<file path="config.mk">
export PLATFORM = sky130hd
export DESIGN_NAME = wcs_top
export DESIGN_NICKNAME = d
export VERILOG_FILES = /design/src/rtl/wcs_pkg.sv /design/src/rtl/wcs_top.sv /design/src/rtl/wcs_period_det.sv
export SDC_FILE = /design/constraint.sdc
export NUM_CORES = 1
export LEC_CHECK = 0
export BUFFER_PORTS_ARGS = -buffer_cell sky130_fd_sc_hd__buf_2
export CORE_UTILIZATION = 25
export CTS_CLUSTER_DIAMETER = 50
export DETAILED_ROUTE_END_ITERATION = 8
export GPL_ROUTABILITY_DRIVEN = 0
export PLACE_DENSITY_LB_ADDON = 0.25
export SYNTH_ARGS = -nofsm -noshare
export SYNTH_HDL_FRONTEND = slang
export SYNTH_HIERARCHICAL = 1
export SYNTH_SLANG_ARGS = --single-unit
export TNS_END_PERCENT = 10
</file>
<file path="constraint.sdc">
create_clock -name clk_sys -period 92 [get_ports clk_sys]
set_clock_uncertainty 0.05 [all_clocks]
set_input_delay 4.6 -clock clk_sys [delete_from_list [all_inputs] [get_ports clk_sys]]
set_output_delay 4.6 -clock clk_sys [all_outputs]
set_load 0.1 [all_outputs]
</file>
<file path="src/rtl/wcs_pkg.sv">
// wcs_pkg: shared constants, register map and carrier types for the word clock sync block
// assumes a 100 MHz system clock and a 32-bit APB register bus
package wcs_pkg;
  // ==========================================================
  // timing
  localparam int CLK_HZ = 100_000_000;
  localparam int FS_441_HZ = 44_100;
  localparam int FS_48_HZ = 48_000;
  localparam int FS_32_HZ = 32_000;
  // shortest and longest word clock period accepted, 200 kHz to 28 kHz, covering 32 kHz single to 192 kHz quad
  localparam int PER_MAX_CYC = CLK_HZ / 28_000;
  localparam int PER_MIN_CYC = CLK_HZ / 200_000;
  // single-speed output band boundary, about 50 kHz
  localparam int PER_SS_CYC = CLK_HZ / 50_000;
  // boundary between 44.1 and 48 families, about 46 kHz
  localparam int PER_FAM_CYC = CLK_HZ / 46_000;
  localparam int VALID_PERIODS = 4;
  localparam int CNT_W = 16;
  // regenerated fast clock, 512 x fs, about 22 MHz at 44.1 kHz
  localparam int FAST_MULT = 512;
  localparam int NUM_W = 16;
  localparam logic [NUM_W-1:0] FAST_STEP = 16'h0200;

  // ==========================================================
  // register map, byte addresses
  localparam logic [7:0] ADR_CTRL = 8'h00;
  localparam logic [7:0] ADR_RATE = 8'h04;
  localparam logic [7:0] ADR_STAT = 8'h08;
  localparam logic [7:0] ADR_FREQ = 8'h0C;
  // control fields
  localparam int CTRL_AUTO = 0;
  localparam int CTRL_PREF_WC = 1;
  localparam int CTRL_SS = 2;
  localparam logic [31:0] CTRL_RST = 32'h0000_0000;
  localparam logic [31:0] RATE_RST = 32'h0000_AC44;

  typedef enum logic [1:0] {WCS_SRC_INT, WCS_SRC_WC} wcs_src_t;

  // status carried out of the detector
  typedef struct packed {
    logic valid;
    logic [CNT_W-1:0] period;
  } wcs_det_t;
endpackage

</file>
<file path="src/rtl/wcs_top.sv">
// wcs_top: word clock reference select, qualification, regeneration and output
// assumes an APB master on clk_sys and an unsynchronised word clock pin
//
// Contract
// - word clock used only if preferred, auto, valid
// - accept single, double, quad rates automatically
// - lock indicator lit and status reported
// - output word clock always running
// - master mode uses host requested rate
// - slave mode output follows input frequency
// - reference lost: master at 44.1 kHz if last reference below about 46 kHz, else 48 kHz
// - single-speed option keeps output 32-48 kHz
// - slaved output phase aligned to input
// - regenerate fast clock, jitter rejected
// - measure reference frequency, report source
`timescale 1ns/1ps
module wcs_top (
  input wire logic clk_sys,
  input wire logic rst_b,
  input wire logic psel,
  input wire logic penable,
  input wire logic pwrite,
  input wire logic [7:0] paddr,
  input wire logic [31:0] pwdata,
  output logic [31:0] prdata,
  output logic pready,
  output logic pslverr,
  input wire logic wc_in,
  output logic wc_out,
  output logic fast_clk_out,
  output logic word_clock_lock_indicator
);
  // ===================================================================
  // declarations
  logic wc_s1_r;
  logic wc_s2_r;
  logic rise;
  wcs_pkg::wcs_det_t det;
  logic [31:0] ctrl_r;
  logic [31:0] rate_r;
  logic automatic_sync_mode;
  logic pref_wc;
  logic single_speed;
  logic use_wc;
  wcs_pkg::wcs_src_t active_sync_source_display;
  logic [wcs_pkg::CNT_W-1:0] ref_per;
  logic [wcs_pkg::CNT_W-1:0] avg_per_r;
  logic [wcs_pkg::CNT_W+2:0] hold_per;
  logic [1:0] sub_mask;
  logic realign;
  logic wrap;
  logic [wcs_pkg::CNT_W+9:0] nco_sum;
  logic nco_wrap;
  logic nco_sat;
  logic sel_ctrl;
  logic sel_rate;
  logic sel_stat;
  logic sel_freq;
  logic wr_ctrl;
  logic wr_rate;
  logic [31:0] stat_word;
  logic [31:0] freq_word;
  logic [1:0] div_sel;
  logic [wcs_pkg::CNT_W+1:0] out_per;
  logic [wcs_pkg::CNT_W+1:0] phase_r;
  logic [1:0] sub_r;
  logic wc_out_r;
  logic fast_r;
  logic [wcs_pkg::CNT_W+9:0] nco_r;
  logic [wcs_pkg::CNT_W-1:0] fb_per;
  logic [wcs_pkg::CNT_W-1:0] master_per;
  logic [wcs_pkg::CNT_W-1:0] host_per;
  logic wr_en;
  logic rd_en;
  logic adr_hit;
  logic [31:0] rd_mux;
  logic lost_r;
  logic was_wc_r;

  // ===================================================================
  // two-flop synchroniser for the word clock pin
  always_ff @(posedge clk_sys) begin
    if (!rst_b) begin
      wc_s1_r <= 1'b0;
      wc_s2_r <= 1'b0;
    end else begin
      wc_s1_r <= wc_in;
      wc_s2_r <= wc_s1_r;
    end
  end

  // period measurement and qualification
  wcs_period_det u_det (
    .clk_sys(clk_sys),
    .rst_b(rst_b),
    .wc_sync(wc_s2_r),
    .rise(rise),
    .det(det)
  );

  // ===================================================================
  // apb slave, zero wait states
  assign pready = 1'b1;
  assign wr_en = psel & penable & pwrite;
  assign rd_en = psel & penable & ~pwrite;

  // address decode, one wire per register
  assign sel_ctrl = (paddr == wcs_pkg::ADR_CTRL);
  assign sel_rate = (paddr == wcs_pkg::ADR_RATE);
  assign sel_stat = (paddr == wcs_pkg::ADR_STAT);
  assign sel_freq = (paddr == wcs_pkg::ADR_FREQ);
  assign adr_hit = sel_ctrl | sel_rate | sel_stat | sel_freq;
  assign wr_ctrl = wr_en & sel_ctrl;
  assign wr_rate = wr_en & sel_rate;
  assign pslverr = psel & penable & ~adr_hit; // unmapped: error, write dropped

  // status and frequency words
  assign stat_word = {28'h0, lost_r, 1'b0,
                      active_sync_source_display == wcs_pkg::WCS_SRC_WC, det.valid};
  assign freq_word = {16'h0, ref_per};

  // read select; unmapped reads return zero
  assign rd_mux = sel_ctrl ? ctrl_r :
                  sel_rate ? rate_r :
                  sel_stat ? stat_word :
                  sel_freq ? freq_word :
                  32'h0000_0000;

  // control and host rate registers; read data registered
  always_ff @(posedge clk_sys) begin
    if (!rst_b) begin
      ctrl_r <= wcs_pkg::CTRL_RST;
      rate_r <= wcs_pkg::RATE_RST;
      prdata <= 32'h0000_0000;
    end else begin
      if (wr_ctrl) begin
        ctrl_r <= {29'h0, pwdata[2:0]};
      end
      if (wr_rate) begin
        rate_r <= {15'h0, pwdata[16:0]};
      end
      if (psel && !penable && !pwrite) begin
        prdata <= rd_mux;
      end
    end
  end

  // ===================================================================
  // reference selection
  assign automatic_sync_mode = ctrl_r[wcs_pkg::CTRL_AUTO];
  assign pref_wc = ctrl_r[wcs_pkg::CTRL_PREF_WC];
  assign single_speed = ctrl_r[wcs_pkg::CTRL_SS];
  assign use_wc = pref_wc & automatic_sync_mode & det.valid;
  assign active_sync_source_display = use_wc ? wcs_pkg::WCS_SRC_WC : wcs_pkg::WCS_SRC_INT;
  assign word_clock_lock_indicator = det.valid;

  // host rate in hertz to period in cycles; only used in master mode
  assign host_per = (rate_r[16:0] == 17'h0) ? wcs_pkg::CNT_W'(wcs_pkg::CLK_HZ / wcs_pkg::FS_48_HZ) :
                    wcs_pkg::CNT_W'(wcs_pkg::CLK_HZ / rate_r[16:0]);

  // fallback: 44.1 kHz if the last good reference period is longer than about 46 kHz, else 48 kHz
  assign fb_per = (avg_per_r > wcs_pkg::CNT_W'(wcs_pkg::PER_FAM_CYC)) ?
                  wcs_pkg::CNT_W'(wcs_pkg::CLK_HZ / wcs_pkg::FS_441_HZ) :
                  wcs_pkg::CNT_W'(wcs_pkg::CLK_HZ / wcs_pkg::FS_48_HZ);
  assign master_per = lost_r ? fb_per : host_per;

  // lost flag: reference dropped while it was in use, cleared when the word clock is selected again (use_wc) or by a rate write
  always_ff @(posedge clk_sys) begin
    if (!rst_b) begin
      was_wc_r <= 1'b0;
      lost_r <= 1'b0;
    end else begin
      was_wc_r <= use_wc;
      if (was_wc_r && !use_wc) begin
        lost_r <= 1'b1;
      end else if (use_wc || wr_rate) begin
        lost_r <= 1'b0;
      end
    end
  end

  // smoothed reference period, first-order low pass rejects edge jitter
  always_ff @(posedge clk_sys) begin
    if (!rst_b) begin
      avg_per_r <= wcs_pkg::CNT_W'(wcs_pkg::CLK_HZ / wcs_pkg::FS_48_HZ);
    end else if (rise && use_wc) begin
      avg_per_r <= avg_per_r - (avg_per_r >> 3) + (det.period >> 3);
    end
  end

  // ===================================================================
  // output word clock: period source and single-speed divide
  assign ref_per = use_wc ? avg_per_r : master_per;
  assign div_sel = !single_speed ? 2'd0 :
                   (ref_per < wcs_pkg::CNT_W'(wcs_pkg::PER_SS_CYC / 2)) ? 2'd2 :
                   (ref_per < wcs_pkg::CNT_W'(wcs_pkg::PER_SS_CYC)) ? 2'd1 : 2'd0;
  assign out_per = {2'b00, ref_per} << div_sel;

  // realign only on every first of 1, 2 or 4 input edges, so a divided output keeps its own low half
  assign sub_mask = (div_sel == 2'd0) ? 2'd0 : (div_sel == 2'd1) ? 2'd1 : 2'd3;
  assign realign = use_wc & rise & ((sub_r & sub_mask) == 2'd0);

  // slaved: wrap only after a quarter period of missing input, else jitter would add a glitch edge
  assign hold_per = {1'b0, out_per} + ({1'b0, out_per} >> 2);
  assign wrap = use_wc ? ({1'b0, phase_r} >= hold_per) :
                (phase_r >= out_per - 18'd1);

  // free-running square wave; slaved edges re-align phase to the input
  always_ff @(posedge clk_sys) begin
    if (!rst_b) begin
      phase_r <= '0;
      sub_r <= '0;
      wc_out_r <= 1'b0;
    end else begin
      if (use_wc && rise) begin
        sub_r <= sub_r + 2'd1;
      end
      if (realign) begin
        phase_r <= '0;
        wc_out_r <= 1'b1;
      end else if (wrap) begin
        phase_r <= '0;
        wc_out_r <= 1'b1;
      end else begin
        phase_r <= phase_r + 18'd1;
        if (phase_r >= (out_per >> 1)) begin
          wc_out_r <= 1'b0; // compare, not equality: the period may shrink mid-cycle
        end
      end
    end
  end
  assign wc_out = wc_out_r;

  // fast clock: two toggles per multiple, so 2 x FAST_MULT steps per smoothed reference period
  assign nco_sum = nco_r + (26'(wcs_pkg::FAST_MULT) << 1);
  assign nco_wrap = nco_sum >= {10'h0, ref_per};
  // limitation: above about 48 kHz x 2 the toggle rate saturates at one per clock
  assign nco_sat = {10'h0, ref_per} <= (26'(wcs_pkg::FAST_MULT) << 1);

  // accumulator; fed from the smoothed period so input jitter does not reach it
  always_ff @(posedge clk_sys) begin
    if (!rst_b) begin
      nco_r <= '0;
      fast_r <= 1'b0;
    end else if (nco_wrap) begin
      nco_r <= nco_sat ? '0 : nco_sum - {10'h0, ref_per};
      fast_r <= ~fast_r;
    end else begin
      nco_r <= nco_sum;
    end
  end
  assign fast_clk_out = fast_r;

  // ===================================================================
  // checks
  AST_SEL_NEEDS_ALL: assert property (@(posedge clk_sys) disable iff (!rst_b)
    use_wc |-> (automatic_sync_mode && pref_wc && det.valid)) else $error("wc used without all conditions");
  AST_LOCK_LED: assert property (@(posedge clk_sys) disable iff (!rst_b)
    word_clock_lock_indicator == det.valid) else $error("lock indicator mismatch");
  AST_FALLBACK: assert property (@(posedge clk_sys) disable iff (!rst_b)
    (was_wc_r && !use_wc) |=> lost_r) else $error("no fallback after loss");
  AST_MASTER_RATE: assert property (@(posedge clk_sys) disable iff (!rst_b)
    (!use_wc && !lost_r) |-> ref_per == host_per) else $error("master rate not host rate");
  AST_SS_BAND: assert property (@(posedge clk_sys) disable iff (!rst_b)
    (single_speed && ref_per < wcs_pkg::CNT_W'(wcs_pkg::PER_SS_CYC / 2)) |-> div_sel == 2'd2)
    else $error("single speed divide wrong");
  AST_SLAVE_PHASE: assert property (@(posedge clk_sys) disable iff (!rst_b)
    (use_wc && rise && div_sel == 2'd0) |=> (wc_out && phase_r == '0)) else $error("output not aligned");
  AST_OUT_TOGGLES: assert property (@(posedge clk_sys) disable iff (!rst_b)
    wrap |=> phase_r == '0) else $error("output phase overrun");
  AST_SLAVE_PER: assert property (@(posedge clk_sys) disable iff (!rst_b)
    use_wc |-> ref_per == avg_per_r) else $error("slave period not from input");

  // selection and source report
  AST_SRC_DISPLAY: assert property (@(posedge clk_sys) disable iff (!rst_b)
    (active_sync_source_display == wcs_pkg::WCS_SRC_WC) == use_wc) else $error("source display wrong");
  AST_NO_AUTO: assert property (@(posedge clk_sys) disable iff (!rst_b)
    !automatic_sync_mode |-> !use_wc) else $error("wc used without auto mode");
  AST_NO_PREF: assert property (@(posedge clk_sys) disable iff (!rst_b)
    !pref_wc |-> !use_wc) else $error("wc used without preference");
  AST_DET_RANGE: assert property (@(posedge clk_sys) disable iff (!rst_b)
    det.valid |-> (det.period >= wcs_pkg::CNT_W'(wcs_pkg::PER_MIN_CYC) &&
                   det.period <= wcs_pkg::CNT_W'(wcs_pkg::PER_MAX_CYC))) else $error("valid with bad period");

  // fallback
  AST_LOST_CLEARS: assert property (@(posedge clk_sys) disable iff (!rst_b)
    use_wc |=> !lost_r) else $error("lost flag kept while locked");
  AST_FB_STANDARD: assert property (@(posedge clk_sys) disable iff (!rst_b)
    (lost_r && !use_wc) |-> (master_per == wcs_pkg::CNT_W'(wcs_pkg::CLK_HZ / wcs_pkg::FS_441_HZ) ||
                             master_per == wcs_pkg::CNT_W'(wcs_pkg::CLK_HZ / wcs_pkg::FS_48_HZ)))
    else $error("fallback not a standard rate");

  // single-speed divide
  AST_NO_DIV_OFF: assert property (@(posedge clk_sys) disable iff (!rst_b)
    !single_speed |-> div_sel == 2'd0) else $error("divide without option");
  AST_SS_DOUBLE: assert property (@(posedge clk_sys) disable iff (!rst_b)
    (single_speed && ref_per >= wcs_pkg::CNT_W'(wcs_pkg::PER_SS_CYC / 2) &&
     ref_per < wcs_pkg::CNT_W'(wcs_pkg::PER_SS_CYC)) |-> div_sel == 2'd1) else $error("double not halved");
  AST_SS_SINGLE: assert property (@(posedge clk_sys) disable iff (!rst_b)
    (single_speed && ref_per >= wcs_pkg::CNT_W'(wcs_pkg::PER_SS_CYC)) |-> div_sel == 2'd0)
    else $error("single rate divided");
  AST_SUB_ADV: assert property (@(posedge clk_sys) disable iff (!rst_b)
    (use_wc && rise) |=> sub_r == $past(sub_r) + 2'd1) else $error("edge counter stuck");

  // output wave
  AST_REALIGN_PHASE: assert property (@(posedge clk_sys) disable iff (!rst_b)
    realign |=> (wc_out && phase_r == '0)) else $error("realign missed");
  AST_MASTER_WRAP: assert property (@(posedge clk_sys) disable iff (!rst_b)
    (!use_wc && wrap) |=> (wc_out && phase_r == '0)) else $error("master edge missed");
  AST_FALL_EDGE: assert property (@(posedge clk_sys) disable iff (!rst_b)
    (!realign && !wrap && phase_r >= (out_per >> 1)) |=> !wc_out) else $error("low half missing");

  // fast clock
  AST_FAST_TOGGLE: assert property (@(posedge clk_sys) disable iff (!rst_b)
    nco_wrap |=> $changed(fast_clk_out)) else $error("fast clock did not toggle");
  AST_FAST_HOLD: assert property (@(posedge clk_sys) disable iff (!rst_b)
    !nco_wrap |=> $stable(fast_clk_out)) else $error("fast clock extra toggle");

  // register bus
  AST_ZERO_WAIT: assert property (@(posedge clk_sys) disable iff (!rst_b)
    psel |-> pready) else $error("wait state inserted");
  AST_BADADR_ERR: assert property (@(posedge clk_sys) disable iff (!rst_b)
    (psel && penable && !adr_hit) |-> pslverr) else $error("no error on unmapped");
  AST_BADADR_IGNORED: assert property (@(posedge clk_sys) disable iff (!rst_b)
    (wr_en && !adr_hit) |=> ($stable(ctrl_r) && $stable(rate_r))) else $error("unmapped write landed");
  AST_CTRL_WRITE: assert property (@(posedge clk_sys) disable iff (!rst_b)
    wr_ctrl |=> ctrl_r[2:0] == $past(pwdata[2:0])) else $error("control write lost");
  AST_RATE_WRITE: assert property (@(posedge clk_sys) disable iff (!rst_b)
    wr_rate |=> rate_r[16:0] == $past(pwdata[16:0])) else $error("rate write lost");
  AST_STAT_READ: assert property (@(posedge clk_sys) disable iff (!rst_b)
    (psel && !penable && !pwrite && sel_stat) |=> prdata[0] == $past(det.valid)) else $error("status read");
  AST_FREQ_READ: assert property (@(posedge clk_sys) disable iff (!rst_b)
    (psel && !penable && !pwrite && sel_freq) |=> prdata[15:0] == $past(ref_per)) else $error("freq read");
  AST_READ_STABLE: assert property (@(posedge clk_sys) disable iff (!rst_b)
    rd_en |=> $stable(prdata)) else $error("read data moved after access");
endmodule // wcs_top

</file>
<file path="src/rtl/wcs_period_det.sv">
// wcs_period_det: measures word clock periods and qualifies the signal
// assumes wc_in already synchronised to clk_sys
`timescale 1ns/1ps
module wcs_period_det (
  input wire logic clk_sys,
  input wire logic rst_b,
  input wire logic wc_sync,
  output logic rise,
  output wcs_pkg::wcs_det_t det
);
  logic wc_d_r;
  logic [wcs_pkg::CNT_W-1:0] cnt_r;
  logic [2:0] good_r;
  logic in_range;
  logic timeout;

  // =====================================================
  // edge and range decode
  assign rise = wc_sync & ~wc_d_r;
  assign in_range = (cnt_r >= wcs_pkg::CNT_W'(wcs_pkg::PER_MIN_CYC)) &&
                    (cnt_r <= wcs_pkg::CNT_W'(wcs_pkg::PER_MAX_CYC));
  assign timeout = cnt_r > wcs_pkg::CNT_W'(wcs_pkg::PER_MAX_CYC);

  // period counter and qualification, lost on timeout or bad period
  always_ff @(posedge clk_sys) begin
    if (!rst_b) begin
      wc_d_r <= 1'b0;
      cnt_r <= '0;
      good_r <= '0;
      det <= '0;
    end else begin
      wc_d_r <= wc_sync;
      if (rise) begin
        cnt_r <= wcs_pkg::CNT_W'(1);
        if (in_range) begin
          det.period <= cnt_r;
          if (good_r == 3'(wcs_pkg::VALID_PERIODS - 1)) begin
            det.valid <= 1'b1;
          end else begin
            good_r <= good_r + 3'h1;
          end
        end else begin
          good_r <= '0;
          det.valid <= 1'b0;
        end
      end else if (timeout) begin
        good_r <= '0;
        det.valid <= 1'b0;
      end else begin
        cnt_r <= cnt_r + wcs_pkg::CNT_W'(1);
      end
    end
  end

  AST_LOST_ON_STOP: assert property (@(posedge clk_sys) disable iff (!rst_b)
    timeout |=> !det.valid) else $error("valid kept after input stopped");
endmodule // wcs_period_det

</file>
[After elaboration in Yosys (flattened, before gate mapping)]
Index checks and enable logic that the tools add are counted.
Cells by class
  eq/ne operators: 9
  shift-type cells: 1
  div/mod/pow operators: 1
  multiplexer cells: 32
  magnitude comparators: 11
  reductions and logical operators: 21
  bitwise gates (word level): 18
  $add $sub $neg: 10
Operator list (count)
  $mux 16: 5
  $mux 26: 2
  $mux 17: 2
  $div 27x17->32 const A: 1
  $gt 16x12->1 const B: 2
  $add 26x11->26 const B: 1
  $ge 26x16->1: 1
  $sub 26x16->26: 1
  $add 18x16->19: 1
  $ge 18x19->1: 1
  $add 18x1->18 const B: 1
  $ge 18x17->1: 1
  $ge 18x18->1: 1
  $shl 16x2->18: 1
  $sub 18x1->18 const B: 1
  $logic_not 17->1: 1
  $add 16x1->16 const B: 1
  $add 16x13->16: 1
  $eq 8x4->1 const B: 2
  $ge 16x9->1 const B: 1
  $le 16x11->1 const B: 1
  $le 16x12->1 const B: 1
  $lt 16x10->1 const B: 1
  $lt 16x11->1 const B: 1
  other kinds (26): 71
Word-level totals
  output and inout bits: 37
  flip-flop bits (word level): 157
  logic and storage cells: 122
  bits of input ports: 46

[Depth between registers and ports, before layout]
  depth in word-level cells: 15
  depth in mapped cells: 471
  mapped depth without buffers: 433

[Hierarchy]
Netlist, hierarchy kept.
By module, submodules not included
  wcs_top: cells an instance 4837, instances 1, sequential area each 2102.0 µm², area each 33686.1 µm²
  wcs_period_det: cells an instance 180, instances 1, sequential area each 740.7 µm², area each 1665.3 µm²

[Least setup slack after synthesis]
Ideal clock, no wire load.
  path kind: flip-flop to flip-flop
  start: register rate_r[1]
  end: register phase_r[14] in the netlist's numbering
  library setup time: 0.065 ns
  stages on the path, launching flop included: 453
  path buffers: 50
  clock period less this slack: 85.846 ns
  slack: 6.154 ns
  data required time: 91.885 ns
  arrival time: 85.731 ns
  cells stage by stage: dfxtp_1 > buf_2 > clkbuf_1 > inv_1 > ha_1 > o31ai_1 > and3_1 > ha_1 > nor2_1 > a211o_1 > a32oi_1 > nor2_1 > ha_1 > a21oi_1 > o21ai_1 > and3_1 > nor3_1 > nor2_1 > [417 not listed] > o21bai_1 > a21oi_1 > o21bai_1 > a21oi_1 > xnor2_1 > ha_1 > a21o_1 > a21o_1 > a21oi_1 > o21ai_0 > a211o_1 > a21o_1 > a21oi_1 > nand3_1 > o31ai_1 > nand2_1 > clkbuf_1 > nor2_1
Between the ends
  word-level cells in the longest chain between the ends: 15
  elaborated cells between the ends (all ways): 24
  classes of those cells: add/sub (2); div (1); order compare (4); eq/ne (1); shift (1); mux (9); bitwise (2); reduce/logical (4)
RTL lines
  from (decl): line wcs_top.sv:40  | logic [31:0] rate_r;
  from (signal assigned): line wcs_top.sv:133  | rate_r <= wcs_pkg::RATE_RST;
  from (signal assigned): line wcs_top.sv:140  | rate_r <= {15'h0, pwdata[16:0]};
  $div 27x17->32 / $logic_not 17->1 (equally long branches): line wcs_top.sv:159, wcs_top.sv:158
  $mux 16 *: line wcs_top.sv:158  | assign host_per = (rate_r[16:0] == 17'h0) ? wcs_pkg::CNT_W'(wcs_pkg::CLK_HZ / wcs_pkg::FS_48_HZ) :
  $mux 16 *: line wcs_top.sv:165  | assign master_per = lost_r ? fb_per : host_per;
  $mux 16 *: line wcs_top.sv:193  | assign ref_per = use_wc ? avg_per_r : master_per;
  branches (longest 10 deep; another with $add 18x16->19)
  $reduce_or 3->1 (no source line) *
  to (signal assigned): line wcs_top.sv:225  | phase_r <= phase_r + 18'd1;
  to (decl): line wcs_top.sv:65  | logic [wcs_pkg::CNT_W+1:0] phase_r;
Mark *: on every way between the ends.
A chain may end at the register's enable or synchronous reset.

[Final worst setup path]
  start: register rate_r[15]
  end: register phase_r[10] in the netlist's numbering
The elaborated chain is that of the path after synthesis.

==> metrics.csv <==
stage;metric;value;unit
global_route;antenna_found_initial;3;
worst_setup_path;max_stage_delay;500;ps
sta;max_freq;11.8;MHz
synth;synth_area_per_cell;7.04;um2
final_layout;final_cells;7054;
worst_hold_path;hold_depth;2;
placed_design;dpl.cell_count;7012;
synth;synth_area;35200;um2
global_route;gr-usage-met1;22.9;%
global_route;grt.total_usage;16.5;%
clock_tree;numCtsBuffers;17;
floorplanning;start_util;25.2;%
routing;wl_per_cell;17.1;um
final_layout;drive_gt1_share;11.2;%
final_layout;num-nets-final;5712;
sta;min_period;85060;ps
clock_tree;ctsHoldBuffers;0;
worst_setup_path;rr_endpoint;phase_r[10];
sta;drv_slew;0;
global_route;grt.busiest_layer;met2;
worst_setup_path;slowest_stage;or4_4;
routing;drtIter0Drc;2390;
job;drv_cap;0;
final_layout;area_delta_synth_final;13.3;%
worst_setup_path;cp_max_fo;24;
global_route;gr-usage-met2;28.2;%
status;status;finished, final reports clean;
floorplanning;num_rows;137;
clock_tree;cts_root_buf;clkbuf_16;
global_route;grt_pass1_vias;35138;
clock_tree;clk_latency;440;ps
worst_setup_path;cp-startpoint;rate_r[15];
worst_setup_path;cp_top_family;compound AO/OA/AOI/OAI gates;
routing;postRouteAntennaNets;0;
floorplanning;die_h;377;um
routing;drt-vias-per-instance;5.22;
worst_setup_path;reg2reg_depth;427;
worst_hold_path;hp-start;nco_r[0];
worst_setup_path;crit_arrival;85380;ps
worst_setup_path;critPathKind;register to register;
sta;holdWs;392;ps
sta;worstMarginPinSlew;1060;ps
final_layout;final_common_cell;ha_1;
global_route;grt.met3_usage;1.17;%
worst_setup_path;critPathRequiredTime;92320;ps
worst_setup_path;r2r_slack;6940;ps
placed_design;port_buffers;51;
routing;vias;36833;
global_route;grt_start_max_net_pins;53;
clock_tree;cts_tree;yes;
clock_tree;htreeDepth;4;
routing;drcViolationCount;0;
worst_hold_path;hold_path_class;register to register;
sta;finalCritPeriodShare;92.5;%
worst_hold_path;hold_end;nco_r[0];
final_layout;fillerInstances;15440;
final_layout;multi_input_area;31100;um2
global_route;overflow;0;
worst_setup_path;critPathBufInv;26;
sta;setup_violations;0;
worst_setup_path;cp_common_cell;o21a_1;
clock_tree;cts_max_path_buffers;2;
worst_setup_path;cp-end-kind;register;
final_layout;final-seq-area;2790;um2
floorplanning;core;140000;um2
worst_setup_path;timing.rr.start;rate_r[15];
clock_tree;cts.sinks;139;
routing;firstDrtPassIters;6;
sta;relSlewSlack;29.2;%
routing;wl;121000;um
floorplanning;io_pins;83;
placed_design;detailed_place_hpwl;95700;um
synth;synth_cells;5005;
sta;hold_viol;0;
floorplanning;dieArea;142000;um2
floorplanning;die_x;377;um
global_route;grt_pass1_wl;191000;um
final_layout;final_cell_mix;ha_1, nor2_1, nand2_1;
clock_tree;clk_pin_slew;60;ps
worst_setup_path;crit_path_start_kind;register;
synth;synth_warnings;6;
stage by stage:
stage | cell area, um2 | TNS [ps] | utilization, % | setup WS [ps]
2_1_floorplan | 35300 | 0 | - | 6150
3_3_place_gp | 39000 | 0 | 27.9 | 2460
3_5_place_dp | 39000 | 0 | 27.9 | 2230
4_1_cts | 39500 | 0 | 28.3 | 1760
5_1_grt | 39900 | -224 | 28.6 | -31.2
6_report | 39900 | 0 | 28.6 | 6940
final cells by class:
class,instances,area share [%]
Multi-Input combinational cell,4458,77.9
Sequential cell,139,6.98
Tap cell,1876,5.88
Timing Repair Buffer,297,5.36
Inverter,254,2.39
Clock buffer,18,1.10
Clock inverter,11,0.360
Antenna cell,1,0.00627
metal layers:
layer | wire [um] | part of all wire, % | up-vias
li1 | - | - | 18800
met3 | 4020 | 3.3 | 75
met2 | 55300 | 46 | 602
met4 | 1500 | 1.2 | 0
met5 | 0 | 0 | -
met1 | 60000 | 50 | 17356
worst register-to-register path, delay by kind of cell (launching register included):
kind / cells / cell delay, ps
AOI/OAI and AO/OA: 253 / 49090
DFF: 1 / 440
adders and majority gates: 32 / 10070
and+or+nand+nor: 108 / 18680
buffers and inverters: 26 / 4240
xor gates and xnor gates: 1 / 160
muxes: 7 / 2260
state kept, by name, indices dropped and copies added (netlist names):
signal and flops:
wc_out 1, was_wc_r 1, avg_per_r 16, lost_r 1, rate_r 17, prdata 17
sub_r 2, fast_clk_out 1, wc_s1_r 1, ctrl_r 3, nco_r 26, wc_s2_r 1
phase_r 18, u_det/cnt_r 16, u_det/wc_d_r 1, u_det/good_r 3, u_det/det 14
how the worst max path moves through the flow:
stage / slack [ps] / endpoint / depth (start not counted)
2_1_floorplan: 6150 / phase_r[14] / 452
3_3_place_gp: 2460 / phase_r[4] / 423
3_5_place_dp: 2230 / phase_r[7] / 425
4_1_cts: 1760 / phase_r[12] / 425
5_1_grt: -30 / phase_r[5] / 430
6_report: 6940 / phase_r[10] / 427
timing repair:
action | 4_1_cts | 5_1_grt
setup endpoints to repair | 0 | 47
setup buffers | 0 | 11
gates resized for setup | 0 | 59
Power is left out: the tool's default activity adds up to more than one toggle a clock period on the data nets, which glitch-free logic cannot reach.
